**src/lock_pkg.sv**
```systemverilog
// Package of constants and types for the lock tracker and primary bus requester.
package lock_pkg;

  // ****************************************************************
  // PCI command codes (upper nibble of the command/byte-enable lane).
  // ****************************************************************
  localparam logic [3:0] CMD_IO_READ = 4'h2;
  localparam logic [3:0] CMD_IO_WRITE = 4'h3;
  localparam logic [3:0] CMD_MEM_READ = 4'h6;
  localparam logic [3:0] CMD_MEM_WRITE = 4'h7;
  localparam logic [3:0] CMD_CFG_READ = 4'hA;
  localparam logic [3:0] CMD_CFG_WRITE = 4'hB;
  localparam logic [3:0] CMD_MEM_READ_MULT = 4'hC;
  localparam logic [3:0] CMD_MEM_READ_LINE = 4'hE;

  // ****************************************************************
  // Timing counts.
  // ****************************************************************
  // Request is withdrawn for this many clocks after retry, disconnect or abort.
  localparam logic [1:0] REQ_BACKOFF_CLKS = 2'h2;

  // ****************************************************************
  // Reset values.
  // ****************************************************************
  localparam logic LOCK_N_RESET = 1'b1;
  localparam logic SERR_N_RESET = 1'b1;

  // Lock tracking states, one-hot.
  typedef enum logic [5:0] {
    LK_IDLE = 6'h01,   // No lock across the bridge.
    LK_QUEUED = 6'h02, // Locked read queued, waiting for its turn.
    LK_ADDR = 6'h04,   // Locked read address phase on target bus.
    LK_TGT = 6'h08,    // Target bus locked, initiator side not yet.
    LK_BOTH = 6'h10,   // Lock held on both buses.
    LK_ABORT = 6'h20   // Abort pending to be returned on repeat.
  } lock_state_e;

  // Primary request states, one-hot.
  typedef enum logic [2:0] {
    RQ_IDLE = 3'h1,
    RQ_REQ = 3'h2,
    RQ_BACKOFF = 3'h4
  } req_state_e;

endpackage : lock_pkg

```
**src/sync3.sv**
```systemverilog
// Three-flop synchroniser with agreement filter for pin inputs.
`timescale 1ns/1ps
`default_nettype none
module sync3
  import lock_pkg::*;
#(
  parameter logic RESET_VAL = 1'b1
)
(
  input wire logic clock,
  input wire logic rst,
  input wire logic pin,
  output logic level
);

  // ****************************************************************
  // Synchroniser chain.
  // ****************************************************************
  logic s1_r; // Metastable stage; read only by s2_r.
  logic s2_r;
  logic s3_r;
  logic level_r;
  logic level_nxt;

  // The level only moves once the second and third stages agree,
  // which filters a one-cycle glitch escaping the first stage.
  always_comb
  begin
    level_nxt = level_r;
    if (s2_r == s3_r)
    begin
      level_nxt = s3_r;
    end
  end

  // Registers only.
  always_ff @(posedge clock)
  begin
    if (rst)
    begin
      s1_r <= RESET_VAL;
      s2_r <= RESET_VAL;
      s3_r <= RESET_VAL;
      level_r <= RESET_VAL;
    end
    else
    begin
      s1_r <= pin;
      s2_r <= s1_r;
      s3_r <= s2_r;
      level_r <= level_nxt;
    end
  end

  assign level = level_r;

endmodule : sync3
`default_nettype wire

```
**src/bridge_lock_ctrl.sv**
```systemverilog
// Lock tracking for locked cross-bridge transactions and primary bus request logic.
`timescale 1ns/1ps
`default_nettype none

module bridge_lock_ctrl
  import lock_pkg::*;
(
  input wire logic clock,
  input wire logic rst,
  // Primary bus pins (active low, from outside the clock domain).
  input wire logic p_frame_n,
  input wire logic p_lock_n,
  input wire logic p_gnt_n,
  // Secondary bus pins.
  input wire logic s_frame_n,
  input wire logic s_irdy_n,
  input wire logic s_lock_n_in,
  output logic s_lock_n_out,
  output logic s_lock_oe,
  // Decoded primary request, one-cycle strobe from the target decoder.
  input wire logic dn_req_valid,
  input wire logic [31:0] dn_addr,
  input wire logic [3:0] dn_cmd,
  input wire logic [3:0] dn_byte_en_n,
  input wire logic dn_par,
  input wire logic dn_repeat_match,
  // Secondary master status of the locked read and of posted writes.
  input wire logic dly_head_locked,
  input wire logic s_data_done,
  input wire logic s_target_abort,
  input wire logic s_master_abort,
  input wire logic s_target_retry,
  input wire logic s_master_timeout,
  input wire logic pw_locked_done,
  input wire logic pw_abort_tabort,
  input wire logic pw_abort_mabort,
  // Configuration bits.
  input wire logic serr_enable,
  input wire logic master_abort_mode,
  input wire logic timeout_serr_enable,
  // Responses to the primary target.
  output logic dn_retry,
  output logic dn_master_abort,
  output logic dn_target_abort,
  output logic dn_locked,
  output logic no_prefetch,
  output logic s_req_allow,
  output logic [31:0] cap_addr,
  output logic [3:0] cap_cmd,
  output logic [3:0] cap_byte_en_n,
  output logic cap_par,
  output logic lock_est_secondary,
  output logic lock_est_primary,
  output logic status_tabort,
  output logic status_mabort,
  output logic system_error_n,
  // Primary arbitration.
  input wire logic up_pending,
  input wire logic up_queued,
  input wire logic p_term_backoff,
  input wire logic p_bus_idle,
  output logic p_req_n,
  output logic p_start,
  output logic p_park
);

  // ****************************************************************
  // Pin synchronisers.
  // ****************************************************************
  logic p_frame_s;
  logic p_lock_s;
  logic p_gnt_s;
  logic s_frame_s;
  logic s_lock_s;
  logic s_irdy_s; // Secondary ready pin, filtered like the other pins.

  sync3 #(.RESET_VAL(1'b1)) u_si (.clock(clock), .rst(rst), .pin(s_irdy_n), .level(s_irdy_s));
  sync3 #(.RESET_VAL(1'b1)) u_pf (.clock(clock), .rst(rst), .pin(p_frame_n), .level(p_frame_s));
  sync3 #(.RESET_VAL(1'b1)) u_pl (.clock(clock), .rst(rst), .pin(p_lock_n), .level(p_lock_s));
  sync3 #(.RESET_VAL(1'b1)) u_pg (.clock(clock), .rst(rst), .pin(p_gnt_n), .level(p_gnt_s));
  sync3 #(.RESET_VAL(1'b1)) u_sf (.clock(clock), .rst(rst), .pin(s_frame_n), .level(s_frame_s));
  sync3 #(.RESET_VAL(1'b1)) u_sl (.clock(clock), .rst(rst), .pin(s_lock_n_in), .level(s_lock_s));

  // ****************************************************************
  // Lock tracking state.
  // ****************************************************************
  lock_state_e lk_r;
  lock_state_e lk_nxt;
  logic s_lock_drv_r; // Secondary lock driven low while set.
  logic s_lock_drv_nxt;
  logic s_lock_oe_r;
  logic s_lock_oe_nxt;
  logic abort_t_r; // Abort held for return: target abort.
  logic abort_t_nxt;
  logic abort_m_r;
  logic abort_m_nxt;
  logic serr_r;
  logic serr_nxt;
  logic [31:0] addr_r;
  logic [31:0] addr_nxt;
  logic [3:0] cmd_r;
  logic [3:0] cmd_nxt;
  logic [3:0] be_r;
  logic [3:0] be_nxt;
  logic par_r;
  logic par_nxt;
  logic is_mem_read;
  logic lock_req;

  // A locked request is a primary-side access with lock sampled low.
  // Upstream requests never come through this path, so an upstream lock
  // indication has no way to start tracking.
  assign is_mem_read = (dn_cmd == CMD_MEM_READ) || (dn_cmd == CMD_MEM_READ_MULT)
                       || (dn_cmd == CMD_MEM_READ_LINE);
  assign lock_req = dn_req_valid && !p_lock_s;

  // Next-state logic for the lock tracker.
  always_comb
  begin
    lk_nxt = lk_r;
    s_lock_drv_nxt = s_lock_drv_r;
    s_lock_oe_nxt = s_lock_oe_r;
    abort_t_nxt = abort_t_r;
    abort_m_nxt = abort_m_r;
    serr_nxt = 1'b0;
    addr_nxt = addr_r;
    cmd_nxt = cmd_r;
    be_nxt = be_r;
    par_nxt = par_r;
    // Posted write aborts cannot be reported back, so they go to system error.
    if (pw_abort_tabort && serr_enable)
    begin
      serr_nxt = 1'b1;
    end
    if (pw_abort_mabort && serr_enable && master_abort_mode)
    begin
      serr_nxt = 1'b1;
    end
    case (lk_r)
      LK_IDLE:
      begin
        if (lock_req && is_mem_read && s_lock_s)
        begin
          addr_nxt = dn_addr;
          cmd_nxt = dn_cmd;
          be_nxt = dn_byte_en_n;
          par_nxt = dn_par;
          abort_t_nxt = 1'b0; // Old abort status ends with a fresh lock attempt.
          abort_m_nxt = 1'b0;
          lk_nxt = LK_QUEUED;
        end
      end
      LK_QUEUED:
      begin
        // Head of queue reached and the target bus lock is free and idle.
        if (dly_head_locked && s_lock_s && s_frame_s)
        begin
          s_lock_oe_nxt = 1'b1;
          s_lock_drv_nxt = 1'b0;
          lk_nxt = LK_ADDR;
        end
      end
      LK_ADDR:
      begin
        s_lock_drv_nxt = 1'b1;
        if (s_target_abort || s_master_abort)
        begin
          abort_t_nxt = s_target_abort;
          abort_m_nxt = s_master_abort;
          s_lock_drv_nxt = 1'b0;
          s_lock_oe_nxt = 1'b0;
          lk_nxt = LK_ABORT;
        end
        else if (s_target_retry)
        begin
          s_lock_drv_nxt = 1'b0;
          s_lock_oe_nxt = 1'b0;
          lk_nxt = LK_QUEUED;
        end
        else if (s_data_done)
        begin
          lk_nxt = LK_TGT;
        end
      end
      LK_TGT:
      begin
        if (s_master_timeout)
        begin
          s_lock_drv_nxt = 1'b0;
          s_lock_oe_nxt = 1'b0;
          serr_nxt = serr_nxt || (timeout_serr_enable && serr_enable);
          lk_nxt = LK_IDLE;
        end
        else if (lock_req && dn_repeat_match)
        begin
          lk_nxt = LK_BOTH;
        end
      end
      LK_BOTH:
      begin
        // Initiator released: lock and frame both high, or locked write ended.
        if ((p_lock_s && p_frame_s) || pw_locked_done)
        begin
          s_lock_drv_nxt = 1'b0;
          s_lock_oe_nxt = 1'b0;
          lk_nxt = LK_IDLE;
        end
      end
      LK_ABORT:
      begin
        if (lock_req && dn_repeat_match)
        begin
          // The abort bits stay up as status after the repeat is answered.
          lk_nxt = LK_IDLE;
        end
      end
      default:
      begin
        lk_nxt = LK_IDLE;
        s_lock_drv_nxt = 1'b0;
        s_lock_oe_nxt = 1'b0;
      end
    endcase
  end

  // Registers of the lock tracker.
  always_ff @(posedge clock)
  begin
    if (rst)
    begin
      lk_r <= LK_IDLE;
      s_lock_drv_r <= 1'b0;
      s_lock_oe_r <= 1'b0;
      abort_t_r <= 1'b0;
      abort_m_r <= 1'b0;
      serr_r <= 1'b0;
      addr_r <= 32'h0000_0000;
      cmd_r <= 4'h0;
      be_r <= 4'h0;
      par_r <= 1'b0;
    end
    else
    begin
      lk_r <= lk_nxt;
      s_lock_drv_r <= s_lock_drv_nxt;
      s_lock_oe_r <= s_lock_oe_nxt;
      abort_t_r <= abort_t_nxt;
      abort_m_r <= abort_m_nxt;
      serr_r <= serr_nxt;
      addr_r <= addr_nxt;
      cmd_r <= cmd_nxt;
      be_r <= be_nxt;
      par_r <= par_nxt;
    end
  end

  // ****************************************************************
  // Responses to the primary target logic (combinational handshakes).
  // ****************************************************************
  // An access without lock while a lock exists, or a locked read attempt while the secondary bus
  // is held by a foreign lock, is retried without forwarding.
  assign dn_retry = dn_req_valid && !dn_master_abort && !dn_target_abort
                    && ((lk_r == LK_IDLE) ? (lock_req && !s_lock_s)
                        : !((lk_r == LK_TGT || lk_r == LK_BOTH) && lock_req));
  assign dn_master_abort = dn_req_valid && (((lk_r == LK_IDLE) && lock_req && !is_mem_read)
                           || ((lk_r == LK_ABORT) && abort_m_r && lock_req));
  assign dn_target_abort = dn_req_valid && (lk_r == LK_ABORT) && abort_t_r && lock_req;
  assign dn_locked = (lk_r == LK_BOTH) || (lk_r == LK_TGT);
  assign no_prefetch = (lk_r != LK_IDLE);
  assign s_req_allow = (lk_r != LK_QUEUED) || (s_lock_s && s_frame_s && s_irdy_s);
  assign s_lock_n_out = ~s_lock_drv_r;
  assign s_lock_oe = s_lock_oe_r;
  assign cap_addr = addr_r;
  assign cap_cmd = cmd_r;
  assign cap_byte_en_n = be_r;
  assign cap_par = par_r;
  assign lock_est_secondary = (lk_r == LK_TGT) || (lk_r == LK_BOTH);
  assign lock_est_primary = (lk_r == LK_BOTH);
  assign status_tabort = abort_t_r;
  assign status_mabort = abort_m_r;
  assign system_error_n = ~serr_r;

  // ****************************************************************
  // Primary bus request and parking.
  // ****************************************************************
  req_state_e rq_r;
  req_state_e rq_nxt;
  logic [1:0] bo_cnt_r;
  logic [1:0] bo_cnt_nxt;
  logic gnt_prev_r; // Grant seen the cycle before.

  // Request only once fully queued; back off two clocks after termination.
  always_comb
  begin
    rq_nxt = rq_r;
    bo_cnt_nxt = bo_cnt_r;
    case (rq_r)
      RQ_IDLE:
      begin
        if (up_pending && up_queued)
        begin
          rq_nxt = RQ_REQ;
        end
      end
      RQ_REQ:
      begin
        if (p_term_backoff)
        begin
          bo_cnt_nxt = REQ_BACKOFF_CLKS;
          rq_nxt = RQ_BACKOFF;
        end
        else if (!up_pending)
        begin
          rq_nxt = RQ_IDLE;
        end
      end
      RQ_BACKOFF:
      begin
        bo_cnt_nxt = bo_cnt_r - 2'h1;
        if (bo_cnt_r == 2'h1)
        begin
          rq_nxt = up_pending ? RQ_REQ : RQ_IDLE;
        end
      end
      default:
      begin
        rq_nxt = RQ_IDLE;
      end
    endcase
  end

  // Registers of the requester.
  always_ff @(posedge clock)
  begin
    if (rst)
    begin
      rq_r <= RQ_IDLE;
      bo_cnt_r <= 2'h0;
      gnt_prev_r <= 1'b0;
    end
    else
    begin
      rq_r <= rq_nxt;
      bo_cnt_r <= bo_cnt_nxt;
      gnt_prev_r <= !p_gnt_s;
    end
  end

  assign p_req_n = (rq_r != RQ_REQ);
  // Start after grant seen with request out, with the grant held the previous cycle too
  // and the bus idle; a parked bridge does not start.
  assign p_start = (rq_r == RQ_REQ) && gnt_prev_r && !p_gnt_s && p_bus_idle;
  assign p_park = !p_gnt_s && (rq_r != RQ_REQ) && p_bus_idle;

  // ****************************************************************
  // Checks.
  // ****************************************************************
  chk_lock_addr_seq: assert property (@(posedge clock) disable iff (rst)
    (lk_r == LK_ADDR && !s_target_abort && !s_master_abort && !s_target_retry)
    |=> s_lock_drv_r && s_lock_oe_r)
    else $error("lock not driven after address phase");
  chk_backoff_two: assert property (@(posedge clock) disable iff (rst)
    (rq_r == RQ_REQ && p_term_backoff) |=> p_req_n [*2])
    else $error("request not withdrawn two clocks");
  chk_reset_idle: assert property (@(posedge clock) $fell(rst) |-> lk_r == LK_IDLE)
    else $error("lock state not idle after reset");
  chk_nonread_abort: assert property (@(posedge clock) disable iff (rst)
    (lk_r == LK_IDLE && lock_req && !is_mem_read) |-> dn_master_abort && !dn_retry)
    else $error("locked non-read not master aborted");
  chk_release_idle: assert property (@(posedge clock) disable iff (rst)
    (lk_r == LK_BOTH && p_lock_s && p_frame_s) |=> !s_lock_oe && lk_r == LK_IDLE)
    else $error("lock not released on initiator idle");
  chk_timeout_drop: assert property (@(posedge clock) disable iff (rst)
    (lk_r == LK_TGT && s_master_timeout) |=> !s_lock_oe)
    else $error("lock kept after master timeout");
  chk_pw_serr: assert property (@(posedge clock) disable iff (rst)
    (pw_abort_tabort && serr_enable) |=> !system_error_n)
    else $error("system error missing on write abort");
  chk_queued_retry: assert property (@(posedge clock) disable iff (rst)
    (lk_r == LK_QUEUED && dn_req_valid) |-> dn_retry)
    else $error("transaction not retried while locked read queued");
  cov_lock_both: cover property (@(posedge clock) lk_r == LK_BOTH);
  cov_lock_abort: cover property (@(posedge clock) lk_r == LK_ABORT);
  cov_backoff: cover property (@(posedge clock) rq_r == RQ_BACKOFF);

endmodule : bridge_lock_ctrl
`default_nettype wire

```
**config.mk**
```make
export PLATFORM = sky130hd
export DESIGN_NAME = bridge_lock_ctrl
export DESIGN_NICKNAME = d
export VERILOG_FILES = /design/src/lock_pkg.sv /design/src/sync3.sv /design/src/bridge_lock_ctrl.sv
export SDC_FILE = /design/constraint.sdc
export NUM_CORES = 1
export LEC_CHECK = 0
export CAP_MARGIN = 5
export CORE_MARGIN = 4
export CORE_UTILIZATION = 41
export CTS_CLUSTER_SIZE = 25
export DETAILED_ROUTE_END_ITERATION = 12
export DONT_BUFFER_PORTS = 1
export SLEW_MARGIN = 20
export SYNTH_ARGS = -nofsm -noshare
export SYNTH_HDL_FRONTEND = slang
export SYNTH_SLANG_ARGS = --single-unit
```
**constraint.sdc**
```tcl
create_clock -name clock -period 3.27 [get_ports clock]
set_clock_uncertainty 0.05 [all_clocks]
set_input_delay 0.981 -clock clock [delete_from_list [all_inputs] [get_ports clock]]
set_output_delay 0.981 -clock clock [all_outputs]
set_load 0.01 [all_outputs]
```
==> results of run 1 <==
kinds of logic after synthesis:
family | after synthesis | share of synthesized area
flops | 82 | 0.516
simple gates | 183 | 0.284
buf+inv | 28 | 0.0436
fa+ha+maj | 1 | 0.00393
compound gates | 81 | 0.139
mux | 3 | 0.0102
xor+xnor | 1 | 0.00275
metal layers:
| metal | track usage | vias up | part of all wire |
|---|---|---|---|
| li1 | - | 1261 | - |
| met1 | 0.177 | 1133 | 0.41 |
| met2 | 0.247 | 106 | 0.47 |
| met3 | 0.0641 | 10 | 0.10 |
| met4 | 0.0581 | 0 | 0.016 |
| met5 | 0 | - | 0 |
critical path, stage by stage:
cell and delay [ns]:
sky130_fd_sc_hd__nor2_1 0.03, sky130_fd_sc_hd__or3b_2 0.51, sky130_fd_sc_hd__a22oi_1 0.17, sky130_fd_sc_hd__nor2b_1 0.09, sky130_fd_sc_hd__nor4b_2 0.34
cells in the mapped netlist, types with 5 or more instances:
library cell               count  area [um^2]
sky130_fd_sc_hd__nand2_1      90          338
sky130_fd_sc_hd__nand3_1       5         25.0
sky130_fd_sc_hd__nor2_1       25         93.8
sky130_fd_sc_hd__or2_2        18          113
sky130_fd_sc_hd__clkbuf_1     15         56.3
sky130_fd_sc_hd__nor3_1        5         25.0
sky130_fd_sc_hd__a21oi_1      56          280
sky130_fd_sc_hd__inv_1         6         22.5
sky130_fd_sc_hd__nor2b_1       9         56.3
sky130_fd_sc_hd__dfxtp_1      82         1640
sky130_fd_sc_hd__o21ai_0      13         65.1
layout make-up:
type	instances	area (um^2)	share of cell area
multi-input combinational	269	1410	0.405
tap	99	124	0.0356
clock buffer	10	128	0.0367
sequential	82	1640	0.472
inverter	7	26.3	0.00755
clock inverter	6	114	0.0327
timing repair buffer	5	37.5	0.0108
timing repair:
| action | CTS | global route |
|---|---|---|
| setup endpoints to repair | 0 | 1 |
| setup buffers | 0 | 0 |
| resized for setup | 0 | 0 |
cell usage in the layout, fill, tap and decap left out, types with 2 or more instances in the layout:
| master | synthesis | routed |
|---|---|---|
| sky130_fd_sc_hd__nand3_1 | 5 | 5 |
| sky130_fd_sc_hd__or2_2 | 18 | 18 |
| sky130_fd_sc_hd__mux2_2 | 2 | 2 |
| sky130_fd_sc_hd__nand3b_1 | 4 | 4 |
| sky130_fd_sc_hd__nand2b_1 | 2 | 2 |
| sky130_fd_sc_hd__and3b_1 | 2 | 2 |
| sky130_fd_sc_hd__a21oi_1 | 56 | 56 |
| sky130_fd_sc_hd__nor2b_1 | 9 | 9 |
| sky130_fd_sc_hd__nand2_1 | 90 | 90 |
| sky130_fd_sc_hd__o21ai_0 | 13 | 13 |
| sky130_fd_sc_hd__dfxtp_1 | 82 | 82 |
| sky130_fd_sc_hd__a21oi_2 | 2 | 2 |
| sky130_fd_sc_hd__clkbuf_8 | 0 | 9 |
| sky130_fd_sc_hd__nor2_1 | 25 | 25 |
| sky130_fd_sc_hd__bufinv_16 | 0 | 3 |
| sky130_fd_sc_hd__buf_4 | 1 | 5 |
| sky130_fd_sc_hd__a22oi_1 | 4 | 4 |
| sky130_fd_sc_hd__nor4b_1 | 3 | 2 |
| sky130_fd_sc_hd__nand4b_1 | 3 | 3 |
| sky130_fd_sc_hd__nor3_1 | 5 | 5 |
| sky130_fd_sc_hd__clkinvlp_4 | 0 | 2 |
| sky130_fd_sc_hd__o31ai_1 | 2 | 2 |
| sky130_fd_sc_hd__and3_1 | 4 | 4 |
| sky130_fd_sc_hd__inv_1 | 6 | 6 |
registers in the layout, summed over array words and instances (netlist names), 2 cells and up:
signal / count
cap_cmd: 4
bo_cnt_r: 2
cap_addr: 32
rq_r: 3
cap_byte_en_n: 4
lk_r: 6
path summary, 6_finish.rpt:
path / startpoint / endpoint / slack, ns / depth (start not counted)
setup / recovery: dn_cmd[3] / dn_retry / 0.11 / 5
hold / removal: u_sl.s1_r$_SDFF_PP1_ / u_sl.s2_r$_SDFF_PP1_ / 0.36 / 1
setup reg to reg: lk_r[5]$_SDFFE_PP0P_ / s_lock_oe$_SDFFE_PP0P_ / 1.24 / 5
hold reg to reg: u_sl.s1_r$_SDFF_PP1_ / u_sl.s2_r$_SDFF_PP1_ / 0.36 / 1
report_power, final:
group | internal [mW] | switching [mW] | total, mW | leakage [nW]
Sequential | 1.01 | 0.00991 | 1.02 | 0.665
Clock | 0.510 | 0.366 | 0.876 | 0.113
Combinational | 0.0355 | 0.0429 | 0.0784 | 0.396
Total | 1.56 | 0.419 | 1.98 | 1.17
per-stage QoR:
stage	setup slack, ns	util
floorplan	0.117	-
global placement	0.0486	0.437
detailed placement	0.0546	0.437
CTS	0.0487	0.470
global route	0.0471	0.470
finish	0.112	0.470
==> results_tabular.tex, run 1 <==
\begin{tabular}{lr}
\hline
Metric & Value \\
\hline
\multicolumn{2}{l}{\textbf{STA}} \\
Peak clock frequency supported by timing & 0.317 GHz \\
Post-layout minimum cycle time & 3.16 ns \\
Aggregate negative setup slack & 0 ns \\
Post-route clock period utilization & 0.966 \\
Max-slew violation count & 0 \\
Final-layout worst hold slack & 0.361 ns \\
Slew @ Worst Pin & 0.512 ns \\
Number of hold-slack violations in the final timing report & 0 \\
Setup repair after global routing missed its margin & false \\
Number of setup violations in the final report & 0 \\
Rel. slew slack & 0.654 \\
\multicolumn{2}{l}{\textbf{Global route}} \\
Vias in the first global route & 2,238 \\
Global Route Usage Sum & 0.152 \\
Initial antenna violation count & 0 \\
Maximum number of pins on one net before global-route repair & 75 \\
Global-route wire length before repair & 10,900 um \\
Grt ovf & 0 \\
\multicolumn{2}{l}{\textbf{Critical path}} \\
Kind of critical path & input port to output port \\
Launching element type of the critical path & input port \\
Capturing element type of the critical path & output port \\
Data arrival time of the critical path & 2.13 ns \\
Required time at the endpoint of the critical path & 2.24 ns \\
Maximum fanout along the worst path & 2 \\
\multicolumn{2}{l}{\textbf{Routing}} \\
Number of iterations in the first detailed-routing pass & 6 \\
First-iteration detailed-routing DRC count & 182 \\
DR WL/cell & 15.2 um \\
Post-detailed-routing wire length & 7260 um \\
Total via count after detailed routing & 2,510 \\
Antenna violation net count after detailed routing & 0 \\
Drt via density & 5.25 \\
DRC violations left & 0 \\
\multicolumn{2}{l}{\textbf{Clocking}} \\
Hold buffer count at CTS & 0 \\
Maximum level of the CTS H-tree & 3 \\
Root Buffer & sky130\_fd\_sc\_hd\_\_clkbuf\_8 \\
Insertion delay of the later-clocked pin in the worst-skew pair & 0.34 ns \\
Maximum root-to-sink buffer count & 2 \\
Clock sinks & 82 \\
CTS tree & done \\
Clock transition time at the flip-flop clock pins of the worst setup and hold paths & 0.08 ns \\
Number of buffers inserted during clock tree synthesis & 9 \\
\multicolumn{2}{l}{\textbf{Min path}} \\
Worst hold path type & register to register \\
\multicolumn{2}{l}{\textbf{Finish}} \\
Final nets & 442 \\
Area overhead of the layout relative to synthesis & 9.32\% \\
Filler Cell Count & 739 \\
Final Non-Filler Cells & 478 \\
Antenna cell count & 0 \\
Share of final-layout standard cells stronger than drive strength 1 & 0.129 \\
Post-route standard cell area excluding fillers & 0.00348 mm\^{}2 \\
\multicolumn{2}{l}{\textbf{Placement}} \\
Placed cell areas & 0.00324 mm\^{}2 \\
Dpl hpwl & 5150 um \\
Final GP Congestion & 0.945 \\
Count of buffers inserted at the top-level ports & 0 \\
Dpl cells & 462 \\
\multicolumn{2}{l}{\textbf{Yosys}} \\
Seq/Total Area, Yosys & 0.516 \\
Total nets after synthesis & 447 \\
Cell area after synthesis & 0.00318 mm\^{}2 \\
Asr flop ratio synth & 0 \\
Yosys reg bits & 82 \\
Number of enable-type register cells in the synthesized netlist & 0 \\
Unique cell type count in the Yosys netlist & 45 \\
Most instantiated flip-flop cell in the synthesis netlist & sky130\_fd\_sc\_hd\_\_dfxtp\_1 \\
Cell count after synthesis & 379 \\
Avg Inst Size Synth & 8.40 um\^{}2 \\
Warning count from the yosys run & 0 \\
\multicolumn{2}{l}{\textbf{Power and ir drop}} \\
Static leakage & 1.17 nW \\
Total power & 1.98 mW \\
Worst supply voltage drop on vdd & 331 uV \\
Power per cell area & 568 mW/mm\^{}2 \\
\multicolumn{2}{l}{\textbf{Floorplan}} \\
Area of the core region & 0.00741 mm\^{}2 \\
Number of placement rows & 31 \\
I/O pin total & 124 \\
Starting density of the core & 0.429 \\
Chip height & 96.1 um \\
Overall die area & 0.00923 mm\^{}2 \\
Die width & 96.1 um \\
\multicolumn{2}{l}{\textbf{Outcome}} \\
Outcome & finished clean \\
\multicolumn{2}{l}{\textbf{Run}} \\
Number of max-cap violations & 0 \\
\hline
\end{tabular}
No activity file was read; power rests on OpenSTA's default activity.
==> run 2, diff against run 1 <==
Settings changed: ABC_AREA set to 1.
==> results_tabular.tex, run 2 <==
\begin{tabular}{lr}
\hline
Metric & Value \\
\hline
\multicolumn{2}{l}{\textbf{Routing}} \\
Antenna violation net count after detailed routing & 0 (unchanged) \\
First-iteration detailed-routing DRC count & 121 (was 182) \\
DRC violations left & 0 (unchanged) \\
Drt via density & 4.93 (was 5.25) \\
DR WL/cell & 13.1 um (was 15.2 um) \\
Post-detailed-routing wire length & 6970 um (was 7260 um) \\
Number of iterations in the first detailed-routing pass & 4 (was 6) \\
Total via count after detailed routing & 2,624 (was 2,510) \\
\multicolumn{2}{l}{\textbf{Critical path}} \\
Critical-path cell list & inv\_1 > nand2\_1 > nor2\_1 > inv\_1 > nand2\_1 > a21oi\_1 > nor2\_1 (was nor2\_1 > or3b\_2 > a22oi\_1 > nor2b\_1 > nor4b\_2) \\
Slowest stage cell, crit path & sky130\_fd\_sc\_hd\_\_nor2\_1 (was sky130\_fd\_sc\_hd\_\_or3b\_2) \\
Delay of the slowest critical-path stage & 0.24 ns (was 0.51 ns) \\
Data arrival time of the critical path & 1.76 ns (was 2.13 ns) \\
Maximum fanout along the worst path & 2 (unchanged) \\
Kind of critical path & input port to output port (unchanged) \\
Capturing element type of the critical path & output port (unchanged) \\
Launching element type of the critical path & input port (unchanged) \\
Required time at the endpoint of the critical path & 2.24 ns (about the same) \\
\multicolumn{2}{l}{\textbf{Yosys}} \\
Most area-consuming cells after synthesis & sky130\_fd\_sc\_hd\_\_dfxtp\_1 51\%, sky130\_fd\_sc\_hd\_\_nor2\_1 14\%, sky130\_fd\_sc\_hd\_\_o21ai\_0 7.6\% (was sky130\_fd\_sc\_hd\_\_dfxtp\_1 52\%, sky130\_fd\_sc\_hd\_\_nand2\_1 11\%, sky130\_fd\_sc\_hd\_\_a21oi\_1 8.8\%) \\
Warning count from the yosys run & 0 (unchanged) \\
Most frequently used cell type in the post-synthesis netlist & sky130\_fd\_sc\_hd\_\_nor2\_1 (was sky130\_fd\_sc\_hd\_\_nand2\_1) \\
Area leader, netlist & sky130\_fd\_sc\_hd\_\_dfxtp\_1 (unchanged) \\
Asr flop ratio synth & 0 (unchanged) \\
Cell count after synthesis & 428 (was 379) \\
Unique cell type count in the Yosys netlist & 25 (was 45) \\
Top-area cell type share of the netlist area & 0.511 (was 0.516) \\
Most instantiated flip-flop cell in the synthesis netlist & sky130\_fd\_sc\_hd\_\_dfxtp\_1 (unchanged) \\
Cell area after synthesis & 0.00321 mm\^{}2 (was 0.00318 mm\^{}2) \\
Yosys reg bits & 82 (unchanged) \\
Avg Inst Size Synth & 7.51 um\^{}2 (was 8.40 um\^{}2) \\
Total nets after synthesis & 496 (was 447) \\
Seq/Total Area, Yosys & 0.511 (was 0.516) \\
Leading post-synthesis cells by instance count & 116 x sky130\_fd\_sc\_hd\_\_nor2\_1, 82 x sky130\_fd\_sc\_hd\_\_dfxtp\_1, 49 x sky130\_fd\_sc\_hd\_\_o21ai\_0 (was 90 x sky130\_fd\_sc\_hd\_\_nand2\_1, 82 x sky130\_fd\_sc\_hd\_\_dfxtp\_1, 56 x sky130\_fd\_sc\_hd\_\_a21oi\_1) \\
Number of enable-type register cells in the synthesized netlist & 0 (unchanged) \\
\multicolumn{2}{l}{\textbf{Clocking}} \\
Maximum root-to-sink buffer count & 2 (unchanged) \\
Maximum level of the CTS H-tree & 3 (unchanged) \\
Hold buffer count at CTS & 0 (unchanged) \\
Root Buffer & sky130\_fd\_sc\_hd\_\_clkbuf\_8 (unchanged) \\
Count of instances resized after the clock tree is built & 0 (unchanged) \\
Clock sinks & 82 (unchanged) \\
Insertion delay of the later-clocked pin in the worst-skew pair & 0.34 ns (about the same) \\
CTS tree & done (unchanged) \\
Clock transition time at the flip-flop clock pins of the worst setup and hold paths & 0.09 ns (was 0.08 ns) \\
Number of buffers inserted to repair setup after CTS & 0 (unchanged) \\
Number of buffers inserted during clock tree synthesis & 9 (unchanged) \\
\multicolumn{2}{l}{\textbf{STA}} \\
Slew @ Worst Pin & 0.603 ns (was 0.512 ns) \\
Max-slew violation count & 0 (unchanged) \\
Number of hold-slack violations in the final timing report & 0 (unchanged) \\
Post-route clock period utilization & 0.855 (was 0.966) \\
Aggregate negative setup slack & 0 ns (unchanged) \\
Final-layout worst hold slack & 0.364 ns (was 0.361 ns) \\
Post-layout minimum cycle time & 2.80 ns (was 3.16 ns) \\
Rel. slew slack & 0.597 (was 0.654) \\
Setup repair after global routing missed its margin & false (unchanged) \\
Number of setup violations in the final report & 0 (unchanged) \\
Peak clock frequency supported by timing & 0.358 GHz (was 0.317 GHz) \\
\multicolumn{2}{l}{\textbf{Power and ir drop}} \\
Worst supply voltage drop on vdd & 225 uV (was 331 uV) \\
Static leakage & 1.57 nW (was 1.17 nW) \\
Power per cell area & 652 mW/mm\^{}2 (was 568 mW/mm\^{}2) \\
\multicolumn{2}{l}{\textbf{Global route}} \\
Grt ovf & 0 (unchanged) \\
Global Route Usage Sum & 0.152 (about the same) \\
Initial antenna violation count & 0 (unchanged) \\
Global-route wire length before repair & 10,900 um (about the same) \\
Vias in the first global route & 2,387 (was 2,238) \\
Maximum number of pins on one net before global-route repair & 46 (was 75) \\
\multicolumn{2}{l}{\textbf{Floorplan}} \\
Die width & 96.5 um (was 96.1 um) \\
Area of the core region & 0.00769 mm\^{}2 (was 0.00741 mm\^{}2) \\
Starting density of the core & 0.418 (was 0.429) \\
Number of placement rows & 32 (was 31) \\
Chip height & 96.5 um (was 96.1 um) \\
I/O pin total & 124 (unchanged) \\
Overall die area & 0.00932 mm\^{}2 (was 0.00923 mm\^{}2) \\
\multicolumn{2}{l}{\textbf{Run}} \\
Number of max-cap violations & 0 (unchanged) \\
\multicolumn{2}{l}{\textbf{Finish}} \\
Final Non-Filler Cells & 532 (was 478) \\
Util after Layout & 0.452 (was 0.470) \\
Area overhead of the layout relative to synthesis & 8.06\% (was 9.32\%) \\
Flip-flop count of the largest register, all copies and words added & 32 (unchanged) \\
Final nets & 493 (was 442) \\
Share of final-layout standard cells stronger than drive strength 1 & 0.107 (was 0.129) \\
Filler Cell Count & 802 (was 739) \\
Most frequent standard cell in the layout excluding fill and tap cells & sky130\_fd\_sc\_hd\_\_nor2\_1 (was sky130\_fd\_sc\_hd\_\_nand2\_1) \\
Antenna cell count & 0 (unchanged) \\
Top library cells by usage in the layout, fill and taps aside & 116 x sky130\_fd\_sc\_hd\_\_nor2\_1, 82 x sky130\_fd\_sc\_hd\_\_dfxtp\_1, 49 x sky130\_fd\_sc\_hd\_\_o21ai\_0, 47 x sky130\_fd\_sc\_hd\_\_nand2\_1, 35 x sky130\_fd\_sc\_hd\_\_inv\_1 (was 90 x sky130\_fd\_sc\_hd\_\_nand2\_1, 82 x sky130\_fd\_sc\_hd\_\_dfxtp\_1, 56 x sky130\_fd\_sc\_hd\_\_a21oi\_1, 25 x sky130\_fd\_sc\_hd\_\_nor2\_1, 18 x sky130\_fd\_sc\_hd\_\_or2\_2) \\
\multicolumn{2}{l}{\textbf{Outcome}} \\
Outcome & finished clean (unchanged) \\
\multicolumn{2}{l}{\textbf{Placement}} \\
Final GP Congestion & 0.905 (was 0.945) \\
Dpl cells & 516 (was 462) \\
Count of buffers inserted at the top-level ports & 0 (unchanged) \\
Dpl hpwl & 5000 um (was 5150 um) \\
\multicolumn{2}{l}{\textbf{Min path}} \\
Worst hold path type & register to register (unchanged) \\
\hline
\end{tabular}
==> run 2: worst paths after layout <==
kind / cells past startpoint / startpoint / slack [ns] / to
min: 1 / u_pl.s1_r$_SDFF_PP1_ / 0.36 / u_pl.s2_r$_SDFF_PP1_
max reg2reg: 6 / lk_r[4]$_SDFFE_PP0P_ / 1.41 / cap_addr[11]$_SDFFE_PP0P_
min reg2reg: 1 / u_pl.s1_r$_SDFF_PP1_ / 0.36 / u_pl.s2_r$_SDFF_PP1_
max: 7 / dn_cmd[0] / 0.47 / dn_retry
==> run 2: logic make-up (layout without fill, tap and decap cells) <==
kind of cell    count (synthesis)  in the layout  synth area share
fa+ha+maj                       2              2           0.00701
compound gates                 72             72             0.115
buf+inv                        53             55            0.0697
simple gates                  219            219             0.297
flops                          82             82             0.511
==> run 2: through the flow <==
stage | setup WS [ns] | instance area (um^2) | power, mW
floorplan | 0.634 | 3210 | 1.46
global placement | 0.453 | 3280 | 1.55
detailed placement | 0.444 | 3280 | 1.55
CTS | 0.429 | 3470 | 2.30
global route | 0.292 | 3470 | 2.41
finish | 0.474 | 3470 | 2.27
==> run 2: report_power, final <==
group | total, mW | internal [mW] | switching [mW]
Combinational | 0.437 | 0.150 | 0.287
Sequential | 1.09 | 1.05 | 0.0425
Clock | 0.736 | 0.358 | 0.378
Total | 2.27 | 1.56 | 0.707
==> run 2: layer usage <==
metal / global-route usage / up-vias / wire, um
met3: 0.0434 / 13 / 539
li1: - / 1355 / -
met5: 0 / - / 0
met1: 0.193 / 1171 / 3130
met4: 0.0736 / 0 / 133
met2: 0.236 / 85 / 3170
==> run 2: final cells by class <==
cell class / instances / area [um^2] / share of cell area
tap: 102 / 128 / 0.0367
inverter: 36 / 135 / 0.0389
clock buffer: 9 / 124 / 0.0357
multi-input combinational: 293 / 1350 / 0.388
clock inverter: 7 / 73.8 / 0.0213
sequential: 82 / 1640 / 0.473
timing repair buffer: 3 / 22.5 / 0.00648
==> run 2: critical path: cells and delay by family <==
family	cells	cell delay, ns
buffers and inverters	2	0.10
AOI/OAI and AO/OA	1	0.11
and+or+nand+nor	4	0.58
